### src/hw/fsds_pkg.sv
// Constants, register map and state codes for the forced stop deceleration sequencer.
// Assumes one 10 MHz system clock and a 32-bit classic Wishbone register bus.
package fsds_pkg;

    // Clock and time base.
    localparam int unsigned CLK_PERIOD_NS = 100;
    localparam int unsigned MS_PERIOD_NS  = 1000000;
    localparam int unsigned CYC_PER_MS    = MS_PERIOD_NS / CLK_PERIOD_NS;

    // Register byte addresses.
    localparam logic [7:0] REG_CTRL      = 8'h00;
    localparam logic [7:0] REG_DECEL_TC  = 8'h04;
    localparam logic [7:0] REG_ZERO_SPD  = 8'h08;
    localparam logic [7:0] REG_BASE_DLY  = 8'h0c;
    localparam logic [7:0] REG_FFALL     = 8'h10;
    localparam logic [7:0] REG_ENC       = 8'h14;
    localparam logic [7:0] REG_STATUS    = 8'h18;
    localparam logic [7:0] REG_IRQ_STAT  = 8'h1c;
    localparam logic [7:0] REG_IRQ_CLR   = 8'h20;
    localparam logic [7:0] REG_IRQ_EN    = 8'h24;
    localparam logic [7:0] REG_ALM_CLR   = 8'h28;

    // Control register fields.
    localparam int CTRL_MODE_LSB  = 0;
    localparam int CTRL_MODE_MSB  = 3;
    localparam int CTRL_LIM_SEL   = 4;
    localparam int CTRL_TORQUE    = 5;
    localparam int CTRL_DLY_EN    = 6;
    localparam logic [3:0] STOP_MODE_RESET = 4'h2;
    localparam logic [3:0] STOP_MODE_DECEL = 4'h2;
    localparam logic [3:0] STOP_MODE_OFF   = 4'h0;

    // Encoder register fields.
    localparam int ENC_DIV_MSB    = 15;
    localparam int ENC_MODE_LSB   = 16;
    localparam int ENC_MODE_MSB   = 19;
    localparam int ENC_FILT_LSB   = 20;
    localparam int ENC_FILT_MSB   = 23;

    // Reset values.
    localparam logic [15:0] DECEL_TC_RESET = 16'h0064;
    localparam logic [15:0] ZERO_SPD_RESET = 16'h0032;
    localparam logic [15:0] BASE_DLY_RESET = 16'h0000;
    localparam logic [15:0] ENC_DIV_RESET  = 16'h0fa0;

    // Interrupt event bits.
    localparam int EV_STOP    = 0;
    localparam int EV_SHUTOFF = 1;
    localparam int EV_ALARM   = 2;
    localparam int EV_ACLR    = 3;
    localparam int EV_W       = 4;

    // Sequencer states, Gray coded along idle, decel, lift, delay, shut-off.
    typedef enum logic [2:0] {
        FSDS_IDLE  = 3'b000,
        FSDS_DECEL = 3'b001,
        FSDS_LIFT  = 3'b011,
        FSDS_DELAY = 3'b010,
        FSDS_SHUT  = 3'b110,
        FSDS_DBRK  = 3'b111
    } fsds_state_t;

endpackage

### src/hw/fsds_sync3.sv
// Three-stage input synchroniser for pins from outside the clock domain.
// The output changes only once the second and third stages agree.
`timescale 1ns/1ps
module fsds_sync3 #(
    parameter int W = 1
) (
    // Clock and reset
    input  wire logic         clk,
    input  wire logic         rst_n,
    // Data
    input  wire logic [W-1:0] din,
    output logic      [W-1:0] dout
);

    logic [W-1:0] s1_q;
    logic [W-1:0] s2_q;
    logic [W-1:0] s3_q;

    // The first stage feeds only the second, so metastability stays contained.
    always_ff @(posedge clk or negedge rst_n) begin
        if (!rst_n) begin
            s1_q <= '0;
            s2_q <= '0;
            s3_q <= '0;
        end else begin
            s1_q <= din;
            s2_q <= s1_q;
            s3_q <= s2_q;
        end
    end

    always_ff @(posedge clk or negedge rst_n) begin
        if (!rst_n) begin
            dout <= '0;
        end else begin
            dout <= (s3_q & ~(s2_q ^ s3_q)) | (dout & (s2_q ^ s3_q));
        end
    end

endmodule // fsds_sync3

### src/hw/fsds_top.sv
// Forced stop deceleration sequencer with its Wishbone register file.
// Assumes speed and alarm inputs come from logic on clk; contact inputs are asynchronous pins.
// How it works
// RQ1: Stop input off ramps down on decel time.
// RQ2: Ramp done and slow: cut base, dynamic brake.
// RQ3: Warning shown throughout the forced stop sequence; the code shows none in FSDS_DBRK.
// RQ4: Limit hit in ramp: 0 sudden, 1 continue.
// RQ5: Torque mode never performs ramped forced stop.
// RQ6: Decelerate, release brake interlock, delay, base off.
// RQ7: Freefall lift needs amount, delay enabled, zero speed.
// RQ8: Lift shaft by compensation amount before shut-off.
// RQ9: Dynamic-brake alarms skip the ramp entirely.
// RQ10: Dynamic-brake alarm during ramp aborts to braking.
// RQ11: Alarm clears by reset, button, toggle; not while present.
// RQ12: Host removes cause and commands before reset.
// RQ13: Host must not toggle stop input routinely.
// RQ14: Host sets delay near 1.5x minimum holding delay.
// RQ15: Host sets filter digit 0 for fast pulses.
// RQ16: Encoder pulse period from division and mode.
// RQ17: Stop-mode digit 2 enables ramp, 0 disables.
// RQ18: Zero-speed compare uses absolute speed value.
//
// Added by the designer: the Wishbone interface to the registers and the placing of the registers.
`timescale 1ns/1ps
module fsds_top
    import fsds_pkg::*;
#(
    parameter int unsigned MS_CYCLES = fsds_pkg::CYC_PER_MS
) (
    // Clock and reset
    input  wire logic               clk,
    input  wire logic               rst_n,
    // Wishbone slave
    input  wire logic               wb_cyc_i,
    input  wire logic               wb_stb_i,
    input  wire logic               wb_we_i,
    input  wire logic [7:0]         wb_adr_i,
    input  wire logic [3:0]         wb_sel_i,
    input  wire logic [31:0]        wb_dat_i,
    output logic      [31:0]        wb_dat_o,
    output logic                    wb_ack_o,
    // Contact pins
    input  wire logic               forced_stop_two_in,
    input  wire logic               fwd_stroke_limit_in,
    input  wire logic               rev_stroke_limit_in,
    input  wire logic               alarm_clear_in,
    // Drive status from the control loop
    input  wire logic signed [15:0] motor_speed,
    input  wire logic               alarm_in,
    input  wire logic               alarm_db_in,
    // Sequencer outputs
    output logic                    brake_interlock_out,
    output logic                    base_on_out,
    output logic                    dyn_brake_out,
    output logic                    decel_active_out,
    output logic                    sudden_stop_out,
    output logic                    lift_step_out,
    output logic                    forced_stop_warning,
    output logic                    enc_pulse_out,
    output logic                    irq_out
);

    ////////////////////////////////////////////////////////////////////////
    // Functions and input synchronisers.

    function automatic logic [15:0] abs16(input logic signed [15:0] v);
        abs16 = v[15] ? 16'(-v) : 16'(v);
    endfunction

    function automatic logic [16:0] enc_period(input logic [15:0] div, input logic [3:0] mode);
        enc_period = (mode == 4'h0) ? {div, 1'b0} : {1'b0, div};
    endfunction

    logic [3:0] pins_s;

    fsds_sync3 #(.W(4)) u_sync (
        .clk   (clk),
        .rst_n (rst_n),
        .din   ({alarm_clear_in, rev_stroke_limit_in, fwd_stroke_limit_in, forced_stop_two_in}),
        .dout  (pins_s)
    );

    logic em2_on;
    logic limit_on;
    logic aclr_s;
    assign em2_on   = pins_s[0];
    assign limit_on = pins_s[1] | pins_s[2];
    assign aclr_s   = pins_s[3];

    ////////////////////////////////////////////////////////////////////////
    // Register file.

    logic [3:0]  stop_mode_setting_q;
    logic        limit_during_stop_select_q;
    logic        torque_mode_q;
    logic        base_dly_en_q;
    logic [15:0] stop_decel_time_const_q;
    logic [15:0] zero_speed_threshold_q;
    logic [15:0] base_off_delay_setting_q;
    logic [15:0] freefall_comp_amount_q;
    logic [15:0] encoder_div_setting_q;
    logic [3:0]  encoder_out_mode_setting_q;
    logic [3:0]  pulse_filter_select_q;
    logic [EV_W-1:0] irq_stat_q;
    logic [EV_W-1:0] irq_en_q;
    logic [EV_W-1:0] ev;
    logic        alarm_q;
    logic        stop_by_em2_q;
    fsds_state_t state_q;
    fsds_state_t state_d;

    logic wb_req;
    logic wb_wr;
    assign wb_req = wb_cyc_i & wb_stb_i & ~wb_ack_o;
    assign wb_wr  = wb_req & wb_we_i & wb_sel_i[0];

    // Only the low byte lane is checked; with it set, every field is written whole, whatever lanes it spans.
    always_ff @(posedge clk or negedge rst_n) begin
        if (!rst_n) begin
            stop_mode_setting_q        <= STOP_MODE_RESET;
            limit_during_stop_select_q <= 1'b0;
            torque_mode_q              <= 1'b0;
            base_dly_en_q              <= 1'b0;
            stop_decel_time_const_q    <= DECEL_TC_RESET;
            zero_speed_threshold_q     <= ZERO_SPD_RESET;
            base_off_delay_setting_q   <= BASE_DLY_RESET;
            freefall_comp_amount_q     <= 16'h0000;
            encoder_div_setting_q      <= ENC_DIV_RESET;
            encoder_out_mode_setting_q <= 4'h0;
            pulse_filter_select_q      <= 4'h0;
            irq_en_q                   <= '0;
        end else if (wb_wr) begin
            unique case (wb_adr_i)
                REG_CTRL: begin
                    stop_mode_setting_q        <= wb_dat_i[CTRL_MODE_MSB:CTRL_MODE_LSB];
                    limit_during_stop_select_q <= wb_dat_i[CTRL_LIM_SEL];
                    torque_mode_q              <= wb_dat_i[CTRL_TORQUE];
                    base_dly_en_q              <= wb_dat_i[CTRL_DLY_EN];
                end
                REG_DECEL_TC: stop_decel_time_const_q  <= wb_dat_i[15:0];
                REG_ZERO_SPD: zero_speed_threshold_q   <= wb_dat_i[15:0];
                REG_BASE_DLY: base_off_delay_setting_q <= wb_dat_i[15:0];
                REG_FFALL:    freefall_comp_amount_q   <= wb_dat_i[15:0];
                REG_ENC: begin
                    encoder_div_setting_q      <= wb_dat_i[ENC_DIV_MSB:0];
                    encoder_out_mode_setting_q <= wb_dat_i[ENC_MODE_MSB:ENC_MODE_LSB];
                    pulse_filter_select_q      <= wb_dat_i[ENC_FILT_MSB:ENC_FILT_LSB];
                end
                REG_IRQ_EN:   irq_en_q <= wb_dat_i[EV_W-1:0];
                default: ;
            endcase
        end
    end

    always_ff @(posedge clk or negedge rst_n) begin
        if (!rst_n) begin
            wb_ack_o <= 1'b0;
            wb_dat_o <= 32'h0000_0000;
        end else begin
            wb_ack_o <= wb_req;
            wb_dat_o <= 32'h0000_0000;
            if (wb_req && !wb_we_i) begin
                unique case (wb_adr_i)
                    REG_CTRL:     wb_dat_o <= {25'h0, base_dly_en_q, torque_mode_q,
                                               limit_during_stop_select_q, stop_mode_setting_q};
                    REG_DECEL_TC: wb_dat_o <= {16'h0, stop_decel_time_const_q};
                    REG_ZERO_SPD: wb_dat_o <= {16'h0, zero_speed_threshold_q};
                    REG_BASE_DLY: wb_dat_o <= {16'h0, base_off_delay_setting_q};
                    REG_FFALL:    wb_dat_o <= {16'h0, freefall_comp_amount_q};
                    REG_ENC:      wb_dat_o <= {8'h0, pulse_filter_select_q, encoder_out_mode_setting_q,
                                               encoder_div_setting_q};
                    REG_STATUS:   wb_dat_o <= {23'h0, stop_by_em2_q, alarm_q, dyn_brake_out, base_on_out,
                                               brake_interlock_out, forced_stop_warning, state_q};
                    REG_IRQ_STAT: wb_dat_o <= {28'h0, irq_stat_q};
                    REG_IRQ_EN:   wb_dat_o <= {28'h0, irq_en_q};
                    default:      wb_dat_o <= 32'h0000_0000;
                endcase
            end
        end
    end

    // A new event wins over a clear written in the same cycle.
    always_ff @(posedge clk or negedge rst_n) begin
        if (!rst_n) begin
            irq_stat_q <= '0;
            irq_out    <= 1'b0;
        end else begin
            if (wb_wr && wb_adr_i == REG_IRQ_CLR) begin
                irq_stat_q <= (irq_stat_q & ~wb_dat_i[EV_W-1:0]) | ev;
            end else begin
                irq_stat_q <= irq_stat_q | ev;
            end
            irq_out <= |(irq_stat_q & irq_en_q);
        end
    end

    ////////////////////////////////////////////////////////////////////////
    // Alarm latch and clearing.

    logic aclr_prev_q;
    logic alarm_clear_req;
    logic alarm_set;
    assign alarm_clear_req = (aclr_s & ~aclr_prev_q) | (wb_wr & (wb_adr_i == REG_ALM_CLR) & wb_dat_i[0]);
    assign alarm_set       = alarm_in & ~alarm_q;

    always_ff @(posedge clk or negedge rst_n) begin
        if (!rst_n) begin
            aclr_prev_q <= 1'b0;
            alarm_q     <= 1'b0;
        end else begin
            aclr_prev_q <= aclr_s;
            if (alarm_in) begin
                alarm_q <= 1'b1; // RQ11
            end else if (alarm_clear_req) begin
                alarm_q <= 1'b0; // RQ11
            end
        end
    end

    ////////////////////////////////////////////////////////////////////////
    // Millisecond timer, restarted on every state change.

    logic [$clog2(MS_CYCLES+1)-1:0] pre_q;
    logic [15:0] ms_q;
    logic        ms_tick;
    assign ms_tick = (pre_q == ($bits(pre_q))'(MS_CYCLES - 1));

    always_ff @(posedge clk or negedge rst_n) begin
        if (!rst_n) begin
            pre_q <= '0;
            ms_q  <= 16'h0000;
        end else if (state_d != state_q) begin
            pre_q <= '0;
            ms_q  <= 16'h0000;
        end else if (ms_tick) begin
            pre_q <= '0;
            ms_q  <= (ms_q == 16'hffff) ? ms_q : ms_q + 16'h0001;
        end else begin
            pre_q <= pre_q + 1'b1;
        end
    end

    ////////////////////////////////////////////////////////////////////////
    // Sequencer.

    logic        trigger;
    logic        ramp_ok;
    logic        speed_zero;
    logic        ramp_done;
    logic        ffall_ok;
    logic [15:0] lift_cnt_q;
    logic        sudden_q;

    assign trigger    = ~em2_on | alarm_set;
    assign ramp_ok    = (stop_mode_setting_q == STOP_MODE_DECEL) && !torque_mode_q; // RQ5 RQ17
    assign speed_zero = abs16(motor_speed) < zero_speed_threshold_q; // RQ18
    assign ramp_done  = sudden_q || (ms_q >= stop_decel_time_const_q); // RQ1
    assign ffall_ok   = (freefall_comp_amount_q != 16'h0000) && base_dly_en_q; // RQ7

    always_comb begin
        state_d = state_q;
        unique case (state_q)
            FSDS_IDLE: begin
                if (trigger) begin
                    if (alarm_in && alarm_db_in) begin
                        state_d = FSDS_DBRK; // RQ9
                    end else if (ramp_ok) begin
                        state_d = FSDS_DECEL; // RQ1
                    end else begin
                        state_d = FSDS_DBRK; // RQ5
                    end
                end
            end
            FSDS_DECEL: begin
                if (alarm_in && alarm_db_in) begin
                    state_d = FSDS_DBRK; // RQ10
                end else if (ramp_done && speed_zero) begin
                    if (!base_dly_en_q) begin
                        state_d = FSDS_SHUT; // RQ2
                    end else if (ffall_ok) begin
                        state_d = FSDS_LIFT; // RQ7
                    end else begin
                        state_d = FSDS_DELAY; // RQ6
                    end
                end
            end
            FSDS_LIFT: begin
                if (lift_cnt_q == 16'h0001) begin
                    state_d = FSDS_DELAY; // RQ8
                end
            end
            FSDS_DELAY: begin
                if (ms_q >= base_off_delay_setting_q) begin
                    state_d = FSDS_SHUT; // RQ6
                end
            end
            FSDS_SHUT, FSDS_DBRK: begin
                if (em2_on && !alarm_q && !alarm_in && speed_zero) begin
                    state_d = FSDS_IDLE;
                end
            end
            default: state_d = FSDS_DBRK;
        endcase
    end

    always_ff @(posedge clk or negedge rst_n) begin
        if (!rst_n) begin
            state_q       <= FSDS_IDLE;
            stop_by_em2_q <= 1'b0;
        end else begin
            state_q <= state_d;
            if (state_q == FSDS_IDLE && state_d != FSDS_IDLE) begin
                stop_by_em2_q <= ~em2_on;
            end
        end
    end

    // Sudden stop and lift counter.
    always_ff @(posedge clk or negedge rst_n) begin
        if (!rst_n) begin
            sudden_q   <= 1'b0;
            lift_cnt_q <= 16'h0000;
        end else begin
            if (state_q != FSDS_DECEL) begin
                sudden_q <= 1'b0;
            end else if (limit_on && !limit_during_stop_select_q) begin
                sudden_q <= 1'b1; // RQ4
            end
            if (state_d == FSDS_LIFT && state_q != FSDS_LIFT) begin
                lift_cnt_q <= freefall_comp_amount_q; // RQ8
            end else if (state_q == FSDS_LIFT) begin
                lift_cnt_q <= lift_cnt_q - 16'h0001;
            end
        end
    end

    // Outputs follow the next state so they change with the state register.
    always_ff @(posedge clk or negedge rst_n) begin
        if (!rst_n) begin
            brake_interlock_out <= 1'b1;
            base_on_out         <= 1'b1;
            dyn_brake_out       <= 1'b0;
            decel_active_out    <= 1'b0;
            sudden_stop_out     <= 1'b0;
            lift_step_out       <= 1'b0;
            forced_stop_warning <= 1'b0;
        end else begin
            brake_interlock_out <= (state_d == FSDS_IDLE) || (state_d == FSDS_DECEL); // RQ6
            base_on_out         <= (state_d != FSDS_SHUT) && (state_d != FSDS_DBRK); // RQ2
            dyn_brake_out       <= (state_d == FSDS_SHUT) || (state_d == FSDS_DBRK); // RQ2 RQ9
            decel_active_out    <= (state_d == FSDS_DECEL);
            sudden_stop_out     <= (state_d == FSDS_DECEL) && (sudden_q || (limit_on &&
                                   !limit_during_stop_select_q)); // RQ4
            lift_step_out       <= (state_d == FSDS_LIFT); // RQ8
            forced_stop_warning <= (state_d != FSDS_IDLE) && (state_d != FSDS_DBRK) &&
                                   ((state_q == FSDS_IDLE) ? ~em2_on : stop_by_em2_q); // RQ3
        end
    end

    assign ev[EV_STOP]    = (state_q == FSDS_IDLE) && (state_d != FSDS_IDLE);
    assign ev[EV_SHUTOFF] = (state_d == FSDS_SHUT) && (state_q != FSDS_SHUT);
    assign ev[EV_ALARM]   = alarm_set;
    assign ev[EV_ACLR]    = alarm_q && !alarm_in && alarm_clear_req;

    ////////////////////////////////////////////////////////////////////////
    // Encoder output pulse.

    logic [16:0] enc_cnt_q;

    always_ff @(posedge clk or negedge rst_n) begin
        if (!rst_n) begin
            enc_cnt_q     <= 17'h0_0000;
            enc_pulse_out <= 1'b0;
        end else if (enc_cnt_q + 17'h0_0001 >= enc_period(encoder_div_setting_q, encoder_out_mode_setting_q)) begin
            enc_cnt_q     <= 17'h0_0000;
            enc_pulse_out <= ~enc_pulse_out; // RQ16
        end else begin
            enc_cnt_q <= enc_cnt_q + 17'h0_0001;
        end
    end
endmodule // fsds_top

### config.mk
export PLATFORM = sky130hd
export DESIGN_NAME = fsds_top
export DESIGN_NICKNAME = d
export VERILOG_FILES = /design/src/hw/fsds_pkg.sv /design/src/hw/fsds_sync3.sv /design/src/hw/fsds_top.sv
export SDC_FILE = /design/constraint.sdc
export NUM_CORES = 1
export LEC_CHECK = 0
export ABC_AREA = 1
export BUFFER_PORTS_ARGS = -buffer_cell sky130_fd_sc_hd__buf_4
export CAP_MARGIN = 20
export CORE_MARGIN = 3
export CORE_UTILIZATION = 54
export CTS_BUF_LIST = sky130_fd_sc_hd__clkbuf_16
export DETAILED_ROUTE_END_ITERATION = 10
export HOLD_SLACK_MARGIN = 0.06
export PLACE_DENSITY = 0.8
export SETUP_SLACK_MARGIN = 0.15
export SLEW_MARGIN = 15
export SYNTH_ARGS = -nofsm -noshare
export SYNTH_HDL_FRONTEND = slang
export SYNTH_SLANG_ARGS = --single-unit
### constraint.sdc
create_clock -name clk -period 3.4 [get_ports clk]
set_input_delay 0.68 -clock clk [delete_from_list [all_inputs] [get_ports clk]]
set_output_delay 0.68 -clock clk [all_outputs]
set_load 0.02 [all_outputs]
==> results.cfg, run 1 <==
[status]
status = finished, violations left
violations = setup timing

[worst_setup_path]
path_class = primary input to flip-flop
critPathMaxStageDelay_ns = 0.29
crit_arrival_ns = 3.98
crit_buf_inv = 7
end_kind = flip-flop
worstPathMaxFanout = 7
worstPathRequired_ns = 3.84
cp_top_family = simple AND/OR/NAND/NOR gates
crit_slowest_cell = ha_1
crit_top_cell = nand2_2
cp-start-kind = primary input

[finish]
syn2layout_area_growth_pct = 24.0
fin_nets = 1783
final_cells = 1941
layout-drive-gt1-share_pct = 22.3
fin_area_um2 = 15400

[synthesis]
synth_top_family_by_area = simple AND/OR/NAND/NOR gates
netlist_area_um2 = 12400
synth-main-ff-cell = dfrtp_1
synthAdderAreaFrac_pct = 7.38
synth_edf_count = 0
synthCells = 1482
synth_xor_xnor_area_share_pct = 3.25
synth-seq-cells = 223
synth_compound_gate_area_share_pct = 11.6
yosys_warnings = 0
synth_simple_gate_area_share_pct = 22.8
synth_cell_types = 56
seq_area_frac_synth_pct = 45.1
synth.area.mux_share_pct = 1.29
async_flop_share_pct = 100
syn_avg_cell_area_um2 = 8.37

[routing]
dr_total_vias = 11000
drt_iter0_drc = 1028
drt-total-wl_mm = 34.9
ant_nets = 0
first_pass_iters = 5
drc = 0
routedWlPerCell_um = 18.0
via_per_inst = 5.68

[die]
fp.coreArea_um2 = 22200
chipWidth_um = 158
io_pins = 113
fp.dieH_um = 158
die_area_um2 = 24800
row_count = 54
initial_core_util_pct = 55.8

[place]
placed_cells = 1868
place_congestion = 0.954
port_buffers = 93
dp_slack_ns = -0.743
dpl_cell_area_um2 = 13800
dp_hpwl_mm = 24.5

[clock_network]
clkSlewWorstSetupHoldPaths_ns = 0.06
cts_tree = done
clock_latency_ns = 0.53
cts.sinks = 223
cts.path.max_buffers = 3
cts_root_buf = clkbuf_16
cts-buffers-inserted = 25
cts_max_level = 1

[timing]
worst_pin_slew_ns = 0.986
hold_slack_ns = 0.121
relSlewSlack_pct = 34.1
period_needed_ns = 3.54
rsz0062_at_grt = true
slew_viol_final = 0
setup_ws_ns = -0.139
period_share_pct = 104
clock.fmax_mhz = 283
setup_violations = 46
hold_viol = 0
skew_ns = 0.0180

[pwr]
power.leakage_nw = 7.33
power_mw = 9.58
power_density_nw_per_um2 = 623
ir_worst_vdd_v = 0.000757

[global_routing]
grt_first_pass_wirelength_mm = 54.3
track_usage_pct = 27.5
antenna_found_initial = 1
grt_max_degree = 81
grt_pass1_vias = 10700
gr-total-overflow = 0

[hold_path]
holdCritPathClass = primary input to async pin

[flow_run]
max_cap_viol_count = 0
[sequential cells by signal, indices dropped and copies added (netlist names), 14 cells and up, named ones only]
| signal | flops |
|---|---|
| wb_dat_o | 24 |
| ms_q | 16 |
| zero_speed_threshold_q | 16 |
| encoder_div_setting_q | 16 |
| base_off_delay_setting_q | 16 |
| enc_cnt_q | 17 |
| lift_cnt_q | 16 |
| freefall_comp_amount_q | 16 |
| pre_q | 14 |
| stop_decel_time_const_q | 16 |
[where the power goes]
group | switching (mW) | internal (mW) | leakage (nW) | total [mW]
logic | 2.16 | 1.53 | 3.95 | 3.69
registers | 0.197 | 2.85 | 2.97 | 3.05
clock network | 1.12 | 1.72 | 0.417 | 2.84
[path summary, 6_finish.rpt]
| check | from | to | slack (ns) | cells past startpoint |
|---|---|---|---|---|
| setup / recovery | motor_speed[1] | ms_q[12] | -0.14 | 26 |
| hold / removal | rst_n | irq_en_q[3] | 0.12 | 1 |
| setup reg to reg | enc_cnt_q[0] | enc_cnt_q[1] | 0.32 | 19 |
| hold reg to reg | u_sync.s1_q[2] | u_sync.s2_q[2] | 0.35 | 0 |
| max in group asynchronous | rst_n | encoder_out_mode_setting_q[0] | 2.37 | 2 |
| min in group clk | fwd_stroke_limit_in | u_sync.s1_q[1] | 0.26 | 1 |
[cells in the final DEF (no fill, tap or decap), types with 9 or more instances in the layout]
| cell type | synthesis | layout |
|---|---|---|
| nand4_1 | 17 | 17 |
| xnor2_1 | 12 | 12 |
| nand2_4 | 2 | 10 |
| nand3_1 | 45 | 40 |
| xor2_1 | 34 | 32 |
| dfstp_2 | 15 | 15 |
| nor4_1 | 10 | 9 |
| nor3_4 | 0 | 12 |
| a21oi_1 | 53 | 48 |
| nor3_2 | 31 | 27 |
| ha_1 | 70 | 67 |
| nand2_2 | 1 | 20 |
| a221oi_1 | 11 | 11 |
| nor3_1 | 28 | 20 |
| o22ai_1 | 23 | 23 |
| o21ai_0 | 128 | 126 |
| nor2_1 | 104 | 98 |
| nor2_2 | 6 | 11 |
| nand2_1 | 333 | 306 |
| buf_4 | 14 | 146 |
| inv_1 | 210 | 208 |
| clkbuf_16 | 0 | 27 |
| dfrtp_1 | 208 | 208 |
| buf_6 | 1 | 12 |
[routing by layer]
layer	track usage (%)	vias up	share of wire (%)
li1	-	5169	-
met1	36.2	5218	40
met2	45.0	530	47
met3	4.78	117	8.2
met4	11.9	0	4.6
met5	0	-	0
[cells in the mapped netlist (4+ instances only)]
cell | n | area share, %
a21oi_1 | 53 | 2.1
a221oi_1 | 11 | 0.78
a31oi_1 | 6 | 0.30
buf_4 | 14 | 0.85
clkbuf_1 | 27 | 0.82
dfrtp_1 | 208 | 42
dfstp_2 | 15 | 3.2
ha_1 | 70 | 7.1
inv_1 | 210 | 6.4
inv_2 | 8 | 0.24
maj3_1 | 4 | 0.32
mux2_2 | 8 | 0.73
mux2i_1 | 7 | 0.56
nand2_1 | 333 | 10
nand3_1 | 45 | 1.8
nand3_2 | 4 | 0.32
nand4_1 | 17 | 0.86
nor2_1 | 104 | 3.1
nor2_2 | 6 | 0.30
nor3_1 | 28 | 1.1
nor3_2 | 31 | 2.5
nor4_1 | 10 | 0.50
o21ai_0 | 128 | 5.2
o21bai_1 | 7 | 0.42
o22ai_1 | 23 | 1.2
o31ai_1 | 7 | 0.42
or2_2 | 6 | 0.30
xnor2_1 | 12 | 0.85
xor2_1 | 34 | 2.4
[logic make-up after synthesis]
group           count (synthesis)
other cells                     1
simple gates                  606
compound gates                253
buf+inv                       264
fa+ha+maj                      74
xor+xnor                       46
flops                         223
mux                            15
[stage by stage]
step	util, %	setup TNS (ns)
floorplan	-	0
global placement	62.0	-27.66
detailed placement	62.0	-36.48
CTS	67.2	-0.285
global route	69.2	-14.91
finish	69.2	-4.66
[what timing repair did]
item / in CTS / in global routing
pin swaps: 34 / 28
hold buffers: 0 / 0
setup endpoints to repair: 69 / 75
setup buffers: 9 / 13
cloned: 2 / 3
gates resized for setup: 40 / 64
[cell type report]
cell class / count / area [um2]
antenna: 1 / 2.50
clock buffer: 25 / 626
clock inverter: 20 / 236
fill: 1617 / 6850
inverter: 219 / 845
multi-input combinational: 1004 / 6260
sequential: 223 / 5600
tap: 280 / 350
timing repair buffer: 169 / 1460
Note: power is estimated with default switching activity, not from simulation.
==> run 2, diff against run 1 <==
- ABC_AREA: 1 -> default
- PLACE_DENSITY: 0.8 -> 0.81
==> run 2 against run 1 <==
Compared with the run above: the run still ends with setup timing left; sequential power about the same; first-iteration DRC count shrank 7.8%; via count down 14%; total power shrank 11%; critical endpoint is now pre_q[13].
==> results.cfg, run 2 <==
[place]
dp_hpwl_mm = 22.4
dp_slack_ns = -1.19
place_congestion = 0.905
port_buffers = 93

[worst_setup_path]
cp-start-kind = primary input
end_kind = flip-flop
worstPathRequired_ns = 3.84
regToRegSetupSlack_ns = 0.04
path_class = primary input to flip-flop
worstReg2RegEnd = pre_q[13]
r2r.worst_path.cells = 13
worstPathMaxFanout = 8
crit_arrival_ns = 4.48
rr_startpoint = lift_cnt_q[6]

[routing]
drc = 0
drt_iter0_drc = 948
first_pass_iters = 7
dr_total_vias = 9508
via_per_inst = 6.01
drt-total-wl_mm = 32.0
ant_nets = 0
routedWlPerCell_um = 20.3

[synthesis]
netlist_area_um2 = 11600
synth-seq-cells = 223
synth-main-ff-cell = dfrtp_1
ys_top_cells_by_area = dfrtp_1, ha_1, mux2_2, nand2_1, dfstp_2
yosysTopAreaCell = dfrtp_1
synthCells = 1119
yosysTopAreaCellShare_pct = 44.8
syn_avg_cell_area_um2 = 10.4
yosysMostFrequentCell = dfrtp_1
synth_common_cells = dfrtp_1, nand2_1, nor2_1
synth_cell_types = 77
synth_edf_count = 0
async_flop_share_pct = 100
seq_area_frac_synth_pct = 48.2
yosys_warnings = 0

[timing]
setup_violations = 57
clock.fmax_mhz = 247
setup_ws_ns = -0.646
skew_ns = 0.0107
worst_pin_slew_ns = 0.748
slew_viol_final = 0
period_share_pct = 119
period_needed_ns = 4.05
rsz0062_at_grt = true
relSlewSlack_pct = 50.1
hold_viol = 0
fin_tns_setup_ns = -27.11

[clock_network]
cts.path.max_buffers = 3
cts_root_buf = clkbuf_16
clock_latency_ns = 0.52
cts.sinks = 223
cts_tree = done
clkSlewWorstSetupHoldPaths_ns = 0.06
cts-buffers-inserted = 24
cts_max_level = 1
cts_hold_buffers = 0

[finish]
top_register = wb_dat_o
reg_top3 = wb_dat_o (24), enc_cnt_q (17)
regArea_um2 = 5600
n_fill_cell = 1547
largest_reg_flops = 24
antenna_cells = 0
syn2layout_area_growth_pct = 24.4
fin_util_pct = 68.6
final_common_cell = dfrtp_1
multi_input_area_um2 = 6010
fin_nets = 1429
layout-drive-gt1-share_pct = 28.0
final_cell_mix = dfrtp_1, buf_4, nand2_1

[pwr]
p_sw_mw = 2.71
p_seq_share_pct = 35.9
power.share.clock_pct = 31.7
comb_power_share_pct = 32.4
power.internal_mw = 5.81
power_density_nw_per_um2 = 589
power.leakage_nw = 6.93
power_mw = 8.52
netSwitchingFraction_pct = 31.8
ir_worst_vdd_v = 0.000436

[global_routing]
grt_first_pass_wirelength_mm = 51.1
gr-total-overflow = 0
antenna_found_initial = 0
grt_pass1_vias = 9720
track_usage_pct = 26.9
grt_max_degree = 95

[die]
fp.dieH_um = 153
chipWidth_um = 153
row_count = 53
initial_core_util_pct = 55.1
die_area_um2 = 23300
io_pins = 113
fp.coreArea_um2 = 21100

[status]
status = finished, violations left
violations = setup timing

[flow_run]
max_cap_viol_count = 0

[hold_path]
holdCritPathClass = primary input to async pin
## run 2: cells by family after synthesis
group	Yosys count	share of synthesized area, %
muxes	73	6.90
other	1	0.0323
xor gates and xnor gates	62	4.67
buffers and inverters	102	3.65
adders and majority gates	74	7.88
and+or+nand+nor	362	15.8
AOI/OAI and AO/OA	222	12.9
DFF	223	48.2
## run 2: stage by stage
stage	area (um2)	instances	hold WS [ns]
3_5_place_dp	13200	1524	0.338
2_1_floorplan	11800	1126	0.331
6_report	14500	1581	0.183
4_1_cts	14300	1579	0.216
5_1_grt	14500	1581	0.233
3_3_place_gp	13200	1524	0.332
## run 2: final cells by class
type | instances | area share (%)
inverter | 63 | 1.64
timing repair buffer | 175 | 10.0
clock inverter | 19 | 1.36
multi-input combinational | 801 | 41.6
sequential | 223 | 38.7
clock buffer | 25 | 4.33
tap | 275 | 2.38
## run 2: how the worst max path moves through the flow
stage	from	end	slack, ns
4_1_cts	motor_speed[5]	pre_q[0]	-0.48
2_1_floorplan	motor_speed[5]	lift_cnt_q[10]	-0.67
6_report	motor_speed[5]	pre_q[13]	-0.65
5_1_grt	motor_speed[5]	pre_q[0]	-0.83
3_3_place_gp	motor_speed[5]	ms_q[10]	-1.09
3_5_place_dp	motor_speed[5]	ms_q[10]	-1.19
## run 2: power by group through the flow
stage	Combinational, mW	Sequential [mW]	Clock (mW)
after floorplan	1.20	3.06	0
after global placement	1.94	3.08	0
after detailed placement	1.98	3.09	0
after CTS	2.52	3.04	2.74
after global routing	2.92	3.07	2.87
final	2.76	3.06	2.70
## run 2: routing by layer
| metal | track usage, % | vias to the layer above | routed length (um) |
|---|---|---|---|
| met4 | 10.9 | 0 | 1430 |
| met5 | 0 | - | 0 |
| li1 | - | 4354 | - |
| met3 | 5.54 | 112 | 2430 |
| met2 | 44.7 | 399 | 15300 |
| met1 | 34.5 | 4643 | 12800 |
## run 2: timing repair
item	CTS	global route
pin swaps	9	10
endpoints found under the setup margin	57	68
gates cloned	2	1
resized for setup	50	24
setup buffers	9	1
## run 2: worst max-delay path, stage by stage
cell	delay (ns)
buf_8	0.10
nor4_4	0.27
nand2b_1	0.11
nor2_2	0.16
nand2_2	0.11
o41ai_4	0.30
xnor2_1	0.14
ha_1	0.35
a21oi_2	0.15
nand2_1	0.07
a221oi_2	0.30
a21boi_4	0.31
a31oi_2	0.14
or2_4	0.28
nor2_4	0.11
inv_2	0.07
xnor2_2	0.17
o211ai_1	0.17
buf_4	0.20
buf_12	0.14
nor3_4	0.14
